`config.mk`:
```
export PLATFORM = sky130hd
export DESIGN_NAME = otsc_top
export DESIGN_NICKNAME = d
export VERILOG_FILES = /design/src/rtl/otsc_pkg.sv /design/src/rtl/otsc_thresh_track.sv /design/src/rtl/otsc_top.sv
export SDC_FILE = /design/constraint.sdc
export NUM_CORES = 1
export LEC_CHECK = 0
export BUFFER_PORTS_ARGS = -buffer_cell sky130_fd_sc_hd__clkbuf_2
export CAP_MARGIN = 20
export CORE_AREA = 3 3 167 169
export DETAILED_ROUTE_END_ITERATION = 12
export DIE_AREA = 0 0 170 172
export MAX_ROUTING_LAYER = met4
export SETUP_SLACK_MARGIN = 0.1
export SYNTH_ARGS = -nofsm -noshare
export SYNTH_HDL_FRONTEND = slang
export SYNTH_SLANG_ARGS = --single-unit
```
`constraint.sdc`:
```
create_clock -name clk -period 4.8 [get_ports clk]
set_clock_uncertainty 0.2 [all_clocks]
set_input_delay 0.96 -clock clk [delete_from_list [all_inputs] [get_ports clk]]
set_output_delay 0.96 -clock clk [all_outputs]
set_load 0.01 [all_outputs]
```
`src/rtl/otsc_pkg.sv`:
```
// Constants for the OOK threshold and sync pattern configuration block.
// Assumes a 32-bit AXI4-Lite slave; register index times four is the byte address.
// Operation
// - The 3-bit step code selects 0.5, 1.0, 1.5, 2.0, 3.0, 4.0, 5.0 or 6.0 dB per decrement.
// - The 3-bit period code selects 1, 1/2, 1/4, 1/8 or 2, 4, 8, 16 decrements per chip.
// - The 2-bit cut-off code 00 averages near BR/8pi and 11 near BR/32pi.
// - The OOK config register holds step in bits 7:5, period in 4:2, cut-off in 1:0.
// - The OOK config register is zero after reset.
// - The first sync byte register holds pattern bits 31:24, read/write, reset zero.
// - The second sync byte register holds pattern bits 23:16, read/write, reset zero.
// - The third sync byte register holds pattern bits 15:8, read/write, reset zero.
// - The signal strength value is an 8-bit read-only measure in 0.5 dB units.
// - A fourth sync byte register holds pattern bits 7:0, completing the 32 bits.
package otsc_pkg;
  localparam int IDX_W = 10;
  localparam logic [IDX_W-1:0] IDX_SIGNAL_STRENGTH = 10'h014;
  localparam logic [IDX_W-1:0] IDX_OOK_CONFIG = 10'h015;
  localparam logic [IDX_W-1:0] IDX_SYNC_HI = 10'h016;
  localparam logic [IDX_W-1:0] IDX_SYNC_SECOND = 10'h017;
  localparam logic [IDX_W-1:0] IDX_SYNC_THIRD = 10'h138;
  localparam logic [IDX_W-1:0] IDX_SYNC_FOURTH = 10'h019;
  localparam logic [IDX_W-1:0] IDX_THRESH_STATUS = 10'h020;
  localparam logic [7:0] OOK_CONFIG_RST = 8'h00;
  localparam logic [7:0] SYNC_BYTE_RST = 8'h00;
  localparam int STEP_MSB = 7;
  localparam int STEP_LSB = 5;
  localparam int PERIOD_MSB = 4;
  localparam int PERIOD_LSB = 2;
  localparam int CUTOFF_MSB = 1;
  localparam int CUTOFF_LSB = 0;
  localparam logic [1:0] CUTOFF_BR8 = 2'h0;
  localparam logic [1:0] CUTOFF_BR32 = 2'h3;
  localparam int AVG_SHIFT_BR8 = 3;
  localparam int AVG_SHIFT_BR32 = 5;
  localparam int SUBTICKS_PER_CHIP = 16;
  localparam int DEF_SUBTICK_CYCLES = 4;
  localparam logic [7:0] THRESH_RST = 8'h00;
  localparam logic [1:0] RESP_OKAY = 2'h0;
  localparam logic [1:0] RESP_SLVERR = 2'h2;

  // Step size in 0.5 dB units
  function automatic logic [7:0] step_half_db(input logic [2:0] code);
    logic [7:0] s;
    unique case (code)
      3'h0: s = 8'h01;
      3'h1: s = 8'h02;
      3'h2: s = 8'h03;
      3'h3: s = 8'h04;
      3'h4: s = 8'h06;
      3'h5: s = 8'h08;
      3'h6: s = 8'h0A;
      default: s = 8'h0C;
    endcase
    return s;
  endfunction
endpackage

```
`src/rtl/otsc_thresh_track.sv`:
```
// OOK threshold tracker: decaying peak threshold and averaged threshold.
// Assumes sub_tick pulses sixteen times per chip and chip_tick once per chip, same clock.
`timescale 1ns/1ns
module otsc_thresh_track (
  input wire logic clk,
  input wire logic rst_n,
  input wire logic sub_tick,
  input wire logic chip_tick,
  input wire logic [7:0] rssi,
  input wire logic [2:0] step_code,
  input wire logic [2:0] period_code,
  input wire logic [1:0] cutoff_code,
  output logic [7:0] peak_thr,
  output logic [7:0] avg_thr,
  output logic ook_bit
);
  logic [6:0] sub_cnt_reg, sub_cnt_next;
  logic [7:0] peak_reg, peak_next;
  logic [15:0] acc_reg, acc_next;
  logic bit_reg, bit_next;
  logic [6:0] mask;
  logic dec_now;
  logic [7:0] step;
  logic signed [16:0] diff;
  logic signed [16:0] delta;

  // Sub-tick interval mask per period code
  always_comb begin
    unique case (period_code)
      3'h0: mask = 7'h0F;
      3'h1: mask = 7'h1F;
      3'h2: mask = 7'h3F;
      3'h3: mask = 7'h7F;
      3'h4: mask = 7'h07;
      3'h5: mask = 7'h03;
      3'h6: mask = 7'h01;
      default: mask = 7'h00;
    endcase
  end

  always_comb begin
    step = otsc_pkg::step_half_db(step_code);
    dec_now = sub_tick && ((sub_cnt_reg & mask) == mask);
    sub_cnt_next = sub_tick ? sub_cnt_reg + 7'h01 : sub_cnt_reg;
    peak_next = peak_reg;
    if (sub_tick) begin
      if (rssi > peak_reg) begin
        peak_next = rssi;
      end else if (dec_now) begin
        peak_next = (peak_reg > step) ? peak_reg - step : 8'h00;
      end
    end
    bit_next = sub_tick ? (rssi >= peak_reg) : bit_reg;
  end

  // Averaging filter; reserved cut-off codes fall back to the fast corner of code 00
  always_comb begin
    diff = $signed({1'b0, rssi, 8'h00}) - $signed({1'b0, acc_reg});
    if (cutoff_code == otsc_pkg::CUTOFF_BR32) begin
      delta = diff >>> otsc_pkg::AVG_SHIFT_BR32;
    end else begin
      delta = diff >>> otsc_pkg::AVG_SHIFT_BR8;
    end
    acc_next = chip_tick ? 16'(acc_reg + delta[15:0]) : acc_reg;
  end

  always_ff @(posedge clk or negedge rst_n) begin
    if (!rst_n) begin
      sub_cnt_reg <= 7'h00;
      peak_reg <= otsc_pkg::THRESH_RST;
      acc_reg <= 16'h0000;
      bit_reg <= 1'b0;
    end else begin
      sub_cnt_reg <= sub_cnt_next;
      peak_reg <= peak_next;
      acc_reg <= acc_next;
      bit_reg <= bit_next;
    end
  end

  assign peak_thr = peak_reg;
  assign avg_thr = acc_reg[15:8];
  assign ook_bit = bit_reg;
endmodule

```
`src/rtl/otsc_top.sv`:
```
// Register bank for OOK threshold and sync pattern, AXI4-Lite slave.
// Assumes the signal strength input is asynchronous; one clock, reset released in sync.
`timescale 1ns/1ns
module otsc_top #(
  parameter int ADDR_W = 12,
  parameter int SUBTICK_CYCLES = otsc_pkg::DEF_SUBTICK_CYCLES
) (
  input wire logic clk,
  input wire logic rstn,
  input wire logic [ADDR_W-1:0] s_axi_awaddr,
  input wire logic s_axi_awvalid,
  output logic s_axi_awready,
  input wire logic [31:0] s_axi_wdata,
  input wire logic [3:0] s_axi_wstrb,
  input wire logic s_axi_wvalid,
  output logic s_axi_wready,
  output logic [1:0] s_axi_bresp,
  output logic s_axi_bvalid,
  input wire logic s_axi_bready,
  input wire logic [ADDR_W-1:0] s_axi_araddr,
  input wire logic s_axi_arvalid,
  output logic s_axi_arready,
  output logic [31:0] s_axi_rdata,
  output logic [1:0] s_axi_rresp,
  output logic s_axi_rvalid,
  input wire logic s_axi_rready,
  input wire logic [7:0] signal_strength_value,
  output logic [2:0] threshold_step_size,
  output logic [2:0] threshold_decrement_period,
  output logic [1:0] average_threshold_cutoff,
  output logic [31:0] sync_pattern_value,
  output logic [7:0] ook_peak_threshold,
  output logic [7:0] ook_avg_threshold,
  output logic ook_bit
);
  // Reset release
  logic [1:0] rst_sync_reg;
  logic rst_n;

  always_ff @(posedge clk or negedge rstn) begin
    if (!rstn) begin
      rst_sync_reg <= 2'b00;
    end else begin
      rst_sync_reg <= {rst_sync_reg[0], 1'b1};
    end
  end

  assign rst_n = rst_sync_reg[1];

  // Signal strength pin synchroniser
  logic [7:0] rssi_meta_reg;
  logic [7:0] rssi_reg;

  always_ff @(posedge clk or negedge rst_n) begin
    if (!rst_n) begin
      rssi_meta_reg <= 8'h00;
      rssi_reg <= 8'h00;
    end else begin
      rssi_meta_reg <= signal_strength_value;
      rssi_reg <= rssi_meta_reg;
    end
  end

  // Sub-chip and chip rate enables
  localparam int SUB_W = $clog2(SUBTICK_CYCLES + 1);
  localparam logic [SUB_W-1:0] SUB_LAST = SUB_W'(SUBTICK_CYCLES - 1);
  localparam logic [3:0] CHIP_LAST = 4'(otsc_pkg::SUBTICKS_PER_CHIP - 1);
  logic [SUB_W-1:0] div_reg, div_next;
  logic [3:0] chip_reg, chip_next;
  logic sub_tick_reg, sub_tick_next;
  logic chip_tick_reg, chip_tick_next;

  always_comb begin
    div_next = div_reg;
    chip_next = chip_reg;
    sub_tick_next = 1'b0;
    chip_tick_next = 1'b0;
    if (div_reg == SUB_LAST) begin
      div_next = '0;
      sub_tick_next = 1'b1;
      if (chip_reg == CHIP_LAST) begin
        chip_next = 4'h0;
        chip_tick_next = 1'b1;
      end else begin
        chip_next = chip_reg + 4'h1;
      end
    end else begin
      div_next = div_reg + SUB_W'(1);
    end
  end

  always_ff @(posedge clk or negedge rst_n) begin
    if (!rst_n) begin
      div_reg <= '0;
      chip_reg <= 4'h0;
      sub_tick_reg <= 1'b0;
      chip_tick_reg <= 1'b0;
    end else begin
      div_reg <= div_next;
      chip_reg <= chip_next;
      sub_tick_reg <= sub_tick_next;
      chip_tick_reg <= chip_tick_next;
    end
  end

  // Configuration registers
  logic [7:0] ook_threshold_config_reg, ook_threshold_config_next;
  logic [7:0] sync_pattern_byte_hi_reg, sync_pattern_byte_hi_next;
  logic [7:0] sync_pattern_byte_second_reg, sync_pattern_byte_second_next;
  logic [7:0] sync_pattern_byte_third_reg, sync_pattern_byte_third_next;
  logic [7:0] sync_pattern_byte_fourth_reg, sync_pattern_byte_fourth_next;

  // Write channel state
  logic aw_got_reg, aw_got_next;
  logic w_got_reg, w_got_next;
  logic [otsc_pkg::IDX_W-1:0] aw_idx_reg, aw_idx_next;
  logic [7:0] w_byte_reg, w_byte_next;
  logic w_lane_reg, w_lane_next;
  logic awready_reg, awready_next;
  logic wready_reg, wready_next;
  logic bvalid_reg, bvalid_next;
  logic [1:0] bresp_reg, bresp_next;
  logic commit;
  logic wr_hit;

  always_comb begin
    unique case (aw_idx_reg)
      otsc_pkg::IDX_OOK_CONFIG,
      otsc_pkg::IDX_SYNC_HI,
      otsc_pkg::IDX_SYNC_SECOND,
      otsc_pkg::IDX_SYNC_THIRD,
      otsc_pkg::IDX_SYNC_FOURTH: wr_hit = 1'b1;
      default: wr_hit = 1'b0;
    endcase
  end

  always_comb begin
    aw_got_next = aw_got_reg;
    w_got_next = w_got_reg;
    aw_idx_next = aw_idx_reg;
    w_byte_next = w_byte_reg;
    w_lane_next = w_lane_reg;
    bvalid_next = bvalid_reg;
    bresp_next = bresp_reg;
    ook_threshold_config_next = ook_threshold_config_reg;
    sync_pattern_byte_hi_next = sync_pattern_byte_hi_reg;
    sync_pattern_byte_second_next = sync_pattern_byte_second_reg;
    sync_pattern_byte_third_next = sync_pattern_byte_third_reg;
    sync_pattern_byte_fourth_next = sync_pattern_byte_fourth_reg;
    commit = aw_got_reg && w_got_reg && !bvalid_reg;
    if (s_axi_awvalid && awready_reg) begin
      aw_got_next = 1'b1;
      aw_idx_next = s_axi_awaddr[otsc_pkg::IDX_W+1:2];
    end
    if (s_axi_wvalid && wready_reg) begin
      w_got_next = 1'b1;
      w_byte_next = s_axi_wdata[7:0];
      w_lane_next = s_axi_wstrb[0];
    end
    if (commit) begin
      aw_got_next = 1'b0;
      w_got_next = 1'b0;
      bvalid_next = 1'b1;
      bresp_next = wr_hit ? otsc_pkg::RESP_OKAY : otsc_pkg::RESP_SLVERR;
      if (w_lane_reg) begin
        unique case (aw_idx_reg)
          otsc_pkg::IDX_OOK_CONFIG: ook_threshold_config_next = w_byte_reg;
          otsc_pkg::IDX_SYNC_HI: sync_pattern_byte_hi_next = w_byte_reg;
          otsc_pkg::IDX_SYNC_SECOND: sync_pattern_byte_second_next = w_byte_reg;
          otsc_pkg::IDX_SYNC_THIRD: sync_pattern_byte_third_next = w_byte_reg;
          otsc_pkg::IDX_SYNC_FOURTH: sync_pattern_byte_fourth_next = w_byte_reg;
          default: begin
          end
        endcase
      end
    end else if (bvalid_reg && s_axi_bready) begin
      bvalid_next = 1'b0;
    end
    awready_next = !aw_got_next && !bvalid_next;
    wready_next = !w_got_next && !bvalid_next;
  end

  always_ff @(posedge clk or negedge rst_n) begin
    if (!rst_n) begin
      aw_got_reg <= 1'b0;
      w_got_reg <= 1'b0;
      aw_idx_reg <= '0;
      w_byte_reg <= 8'h00;
      w_lane_reg <= 1'b0;
      awready_reg <= 1'b0;
      wready_reg <= 1'b0;
      bvalid_reg <= 1'b0;
      bresp_reg <= otsc_pkg::RESP_OKAY;
      ook_threshold_config_reg <= otsc_pkg::OOK_CONFIG_RST;
      sync_pattern_byte_hi_reg <= otsc_pkg::SYNC_BYTE_RST;
      sync_pattern_byte_second_reg <= otsc_pkg::SYNC_BYTE_RST;
      sync_pattern_byte_third_reg <= otsc_pkg::SYNC_BYTE_RST;
      sync_pattern_byte_fourth_reg <= otsc_pkg::SYNC_BYTE_RST;
    end else begin
      aw_got_reg <= aw_got_next;
      w_got_reg <= w_got_next;
      aw_idx_reg <= aw_idx_next;
      w_byte_reg <= w_byte_next;
      w_lane_reg <= w_lane_next;
      awready_reg <= awready_next;
      wready_reg <= wready_next;
      bvalid_reg <= bvalid_next;
      bresp_reg <= bresp_next;
      ook_threshold_config_reg <= ook_threshold_config_next;
      sync_pattern_byte_hi_reg <= sync_pattern_byte_hi_next;
      sync_pattern_byte_second_reg <= sync_pattern_byte_second_next;
      sync_pattern_byte_third_reg <= sync_pattern_byte_third_next;
      sync_pattern_byte_fourth_reg <= sync_pattern_byte_fourth_next;
    end
  end

  // Threshold tracker
  logic [7:0] peak_thr;
  logic [7:0] avg_thr;
  logic thr_bit;

  otsc_thresh_track u_track (
    .clk(clk),
    .rst_n(rst_n),
    .sub_tick(sub_tick_reg),
    .chip_tick(chip_tick_reg),
    .rssi(rssi_reg),
    .step_code(ook_threshold_config_reg[otsc_pkg::STEP_MSB:otsc_pkg::STEP_LSB]),
    .period_code(ook_threshold_config_reg[otsc_pkg::PERIOD_MSB:otsc_pkg::PERIOD_LSB]),
    .cutoff_code(ook_threshold_config_reg[otsc_pkg::CUTOFF_MSB:otsc_pkg::CUTOFF_LSB]),
    .peak_thr(peak_thr),
    .avg_thr(avg_thr),
    .ook_bit(thr_bit)
  );

  // Read channel
  logic arready_reg, arready_next;
  logic rvalid_reg, rvalid_next;
  logic [31:0] rdata_reg, rdata_next;
  logic [1:0] rresp_reg, rresp_next;
  logic [otsc_pkg::IDX_W-1:0] ar_idx;
  logic [31:0] rd_word;
  logic rd_hit;

  always_comb begin
    ar_idx = s_axi_araddr[otsc_pkg::IDX_W+1:2];
    rd_hit = 1'b1;
    unique case (ar_idx)
      otsc_pkg::IDX_SIGNAL_STRENGTH: rd_word = {24'h000000, rssi_reg};
      otsc_pkg::IDX_OOK_CONFIG: rd_word = {24'h000000, ook_threshold_config_reg};
      otsc_pkg::IDX_SYNC_HI: rd_word = {24'h000000, sync_pattern_byte_hi_reg};
      otsc_pkg::IDX_SYNC_SECOND: rd_word = {24'h000000, sync_pattern_byte_second_reg};
      otsc_pkg::IDX_SYNC_THIRD: rd_word = {24'h000000, sync_pattern_byte_third_reg};
      otsc_pkg::IDX_SYNC_FOURTH: rd_word = {24'h000000, sync_pattern_byte_fourth_reg};
      otsc_pkg::IDX_THRESH_STATUS: rd_word = {15'h0000, thr_bit, avg_thr, peak_thr};
      default: begin
        rd_word = 32'h00000000;
        rd_hit = 1'b0;
      end
    endcase
  end

  always_comb begin
    rvalid_next = rvalid_reg;
    rdata_next = rdata_reg;
    rresp_next = rresp_reg;
    if (s_axi_arvalid && arready_reg) begin
      rvalid_next = 1'b1;
      rdata_next = rd_word;
      rresp_next = rd_hit ? otsc_pkg::RESP_OKAY : otsc_pkg::RESP_SLVERR;
    end else if (rvalid_reg && s_axi_rready) begin
      rvalid_next = 1'b0;
    end
    arready_next = !rvalid_next;
  end

  always_ff @(posedge clk or negedge rst_n) begin
    if (!rst_n) begin
      arready_reg <= 1'b0;
      rvalid_reg <= 1'b0;
      rdata_reg <= 32'h00000000;
      rresp_reg <= otsc_pkg::RESP_OKAY;
    end else begin
      arready_reg <= arready_next;
      rvalid_reg <= rvalid_next;
      rdata_reg <= rdata_next;
      rresp_reg <= rresp_next;
    end
  end

  // Outputs
  assign s_axi_awready = awready_reg;
  assign s_axi_wready = wready_reg;
  assign s_axi_bvalid = bvalid_reg;
  assign s_axi_bresp = bresp_reg;
  assign s_axi_arready = arready_reg;
  assign s_axi_rvalid = rvalid_reg;
  assign s_axi_rdata = rdata_reg;
  assign s_axi_rresp = rresp_reg;
  assign threshold_step_size =
    ook_threshold_config_reg[otsc_pkg::STEP_MSB:otsc_pkg::STEP_LSB];
  assign threshold_decrement_period =
    ook_threshold_config_reg[otsc_pkg::PERIOD_MSB:otsc_pkg::PERIOD_LSB];
  assign average_threshold_cutoff =
    ook_threshold_config_reg[otsc_pkg::CUTOFF_MSB:otsc_pkg::CUTOFF_LSB];
  assign sync_pattern_value = {sync_pattern_byte_hi_reg, sync_pattern_byte_second_reg,
    sync_pattern_byte_third_reg, sync_pattern_byte_fourth_reg};
  assign ook_peak_threshold = peak_thr;
  assign ook_avg_threshold = avg_thr;
  assign ook_bit = thr_bit;
endmodule
```
==> summary.txt <==
Detailed routing
  • Antenna-violating nets left: 0
  • Total wire length: 20500 um
  • Residual DRC: 0
  • Via count: 5865
  • WL/cell: 17.2 um
  • DRT Pass-1 Iters: 5
  • Initial DRC count: 297
  • Drt via density: 4.92

Logic synthesis
  • Most frequent cell after synthesis: dfrtp_1
  • Area contributors post-synth: dfrtp_1, mux2_2, ha_1, nand2_1, buf_4
  • Syn Area/Cell: 11.0 um2
  • Main combinational cell family by area after synthesis: multiplexers
  • Post-Synth Adder-Cell Area: 6.50%
  • Synth area leader: dfrtp_1
  • #FFs+latches synth: 144
  • Part of the Yosys area used for sequential elements: 45.5%
  • Synthesized instance count: 721
  • Main synth FF type: dfrtp_1
  • Distinct cells, synth: 72
  • Mux cell area share after synthesis: 13.5%
  • Synth cell count leaders: dfrtp_1, nand2_1, mux2_2
  • Complex-gate fraction of the synthesized area: 13.1%
  • Synth Warn #: 0
  • Synth Area in Simple Gates: 12.9%
  • Mapped Area: 0.00793 mm2
  • EDFF count, synth: 0
  • Synth Area in XOR/XNOR: 3.43%
  • Post-synth ARST share: 100%
  • Post-synth top area share: 45.5%

Clocking
  • TritonCTS buffer count: 17
  • Post-CTS Resized: 0
  • Num Clock Sinks: 144
  • Post-CTS Setup Inserts: 0
  • Deepest clock path buffer count: 2
  • Clock Latency Late Sink: 0.42 ns
  • CTS tree: built
  • Hold Buf Count CTS: 0
  • H-tree depth: 4
  • Root Driver: clkbuf_16
  • Clock-pin slew of the registers on the worst-case setup and hold paths: 0.07 ns

Final layout
  • Ant diodes: 0
  • FILL cells: 2681
  • Area of the multi-input gates: 0.00399 mm2
  • Area Growth Syn to Fin: 18.3%
  • # nets final: 953
  • Final Util: 35.1%
  • Largest register FFs: 17
  • Post-route cell area: 0.00938 mm2
  • Fin cells: 1192
  • Register area: 0.00361 mm2
  • Share of cells above drive strength 1: 27.8%

Worst setup path
  • Critical Path RT: 4.95 ns
  • Max FO, Critical Path: 7
  • Critical path's slowest cell: dfrtp_1
  • CP Cell Sequence: ha_1 -> and4b_1 -> nand4_1 -> a32oi_1 -> nand2_1 -> nand2b_1 -> o31ai_1 -> a21oi_1 -> ha_1 -> a21oi_1 -> o22ai_1 -> o21ai_0 -> o311ai_0 -> xnor2_1 -> nor2_1 -> xnor2_1
  • Critical path type: reg2reg
  • CP startpoint kind: flip-flop
  • Delay-heaviest family, CP: compound AO/OA/AOI/OAI gates
  • Critical path buffers and inverters: 0
  • Worst EP arrival: 4.27 ns
  • Reg2Reg Setup Slack: 0.68 ns
  • Crit end category: flip-flop
  • Highest cell delay on the worst timing path: 0.50 ns

STA
  • Final setup vio count: 0
  • RSZ-0062 raised after global routing: no
  • Min Hold Slack: -0.000635 ns
  • Fin crit share: 85.9%
  • Max Transition Viols Final: 0
  • Setup_tns: 0 ns
  • Max-slew headroom: 45.5%
  • Worst slew pin tran: 0.811 ns
  • Fmax: 242 MHz
  • Final critical-path required period: 4.12 ns
  • Final hold vios: 1

Placement
  • Inst Count DP: 1160
  • Placer Congestion: 0.864
  • Area after DPL: 0.00879 mm2
  • Port bufs: 124
  • Dpl hpwl: 15300 um

Floorplanning
  • Core Area: 0.0267 mm2
  • Die boundary height: 172 um
  • Die Area: 0.0292 mm2
  • Num ports: 173
  • Die Wd: 170 um
  • Starting density of the core: 29.7%
  • Row cnt: 60

Power
  • VDD IR max: 0.221 mV
  • PwrDens: 404 mW/mm2
  • Post-layout power: 3.79 mW
  • Leak: 4.51 nW

Global route
  • Largest net degree at the start of global routing: 126
  • Gr usage total: 14.6%
  • Initial antenna violation count: 0
  • Vias in the first global route: 5738
  • Global-route wire length before repair: 32000 um
  • GRT overflow: 0

Outcome
  • Failing checks: negative hold slack
  • Outcome: finished with violations

Min path
  • Worst Hold Class: reg2async

Job
  • Max-Cap Viols: 0
-- where the power goes --
| part | switching (mW) | internal [mW] | leakage (nW) |
|---|---|---|---|
| sequential | 0.230 | 1.38 | 1.86 |
| combinational | 0.449 | 0.411 | 2.36 |
| clock | 0.574 | 0.746 | 0.287 |
-- per-layer routing --
layer / part of all wire, % / up-vias / track usage [%]
met2: 47 / 143 / 23.1
met5: 0 / - / -
met3: 4.7 / 28 / 3.68
li1: - / 2820 / -
met4: 2.3 / 0 / 5.04
met1: 46 / 2874 / 18.3
-- cells in the final DEF (no fill, tap or decap), types with 15 or more instances in the layout --
cell / n
nor2_1: 30
inv_1: 31
mux2_2: 43
nand2_1: 66
ha_1: 38
o21ai_0: 30
conb_1: 18
xnor2_1: 20
a21oi_1: 36
mux2_1: 15
clkbuf_16: 17
dfrtp_1: 143
clkbuf_2: 124
-- final cells by class --
| cell class | instances | share of cell area, % |
|---|---|---|
| inverter | 32 | 1.28 |
| tap | 341 | 4.55 |
| timing repair buffer | 126 | 6.91 |
| clock inverter | 14 | 1.56 |
| multi-input combinational | 517 | 42.5 |
| clock buffer | 18 | 4.68 |
| sequential | 144 | 38.5 |
-- kinds of logic (layout without fill, tap and decap cells) --
group | count (synthesis) | count (layout)
flops | 144 | 144
buf+inv | 76 | 190
fa+ha+maj | 40 | 40
compound gates | 154 | 154
mux | 86 | 86
simple gates | 188 | 188
xor+xnor | 31 | 31
other cells | 2 | 18
-- path summary, 6_finish.rpt --
kind	startpoint	endpoint	depth (start not counted)
max	rssi_reg[1]	u_track.acc_reg[15]	16
max reg2reg	rssi_reg[1]	u_track.acc_reg[15]	16
min in group clk	rssi_meta_reg[1]	rssi_reg[1]	0
min	rst_sync_reg[1]	aw_idx_reg[7]	0
min reg2reg	rst_sync_reg[1]	aw_idx_reg[7]	0
max in group asynchronous	rst_sync_reg[1]	rssi_meta_reg[1]	1
-- metrics by stage --
stage	hold WS [ns]	setup slack (ns)
after CTS	0.0149	0.735
after detailed placement	0.00960	0.781
after global placement	0.00825	0.916
final	-0.000635	0.676
after global routing	0.0261	0.375
after floorplan	0.131	0.291
-- worst register-to-register path, cell delays in order, from the launching register on --
cell      delay [ns]
dfrtp_1         0.50
ha_1            0.45
and4b_1         0.22
nand4_1         0.14
a32oi_1         0.41
nand2_1         0.16
nand2b_1        0.16
o31ai_1         0.09
a21oi_1         0.16
ha_1            0.32
a21oi_1         0.34
o22ai_1         0.12
o21ai_0         0.16
o311ai_0        0.20
xnor2_1         0.17
nor2_1          0.12
xnor2_1         0.12
(Power assumes the default switching activity.)
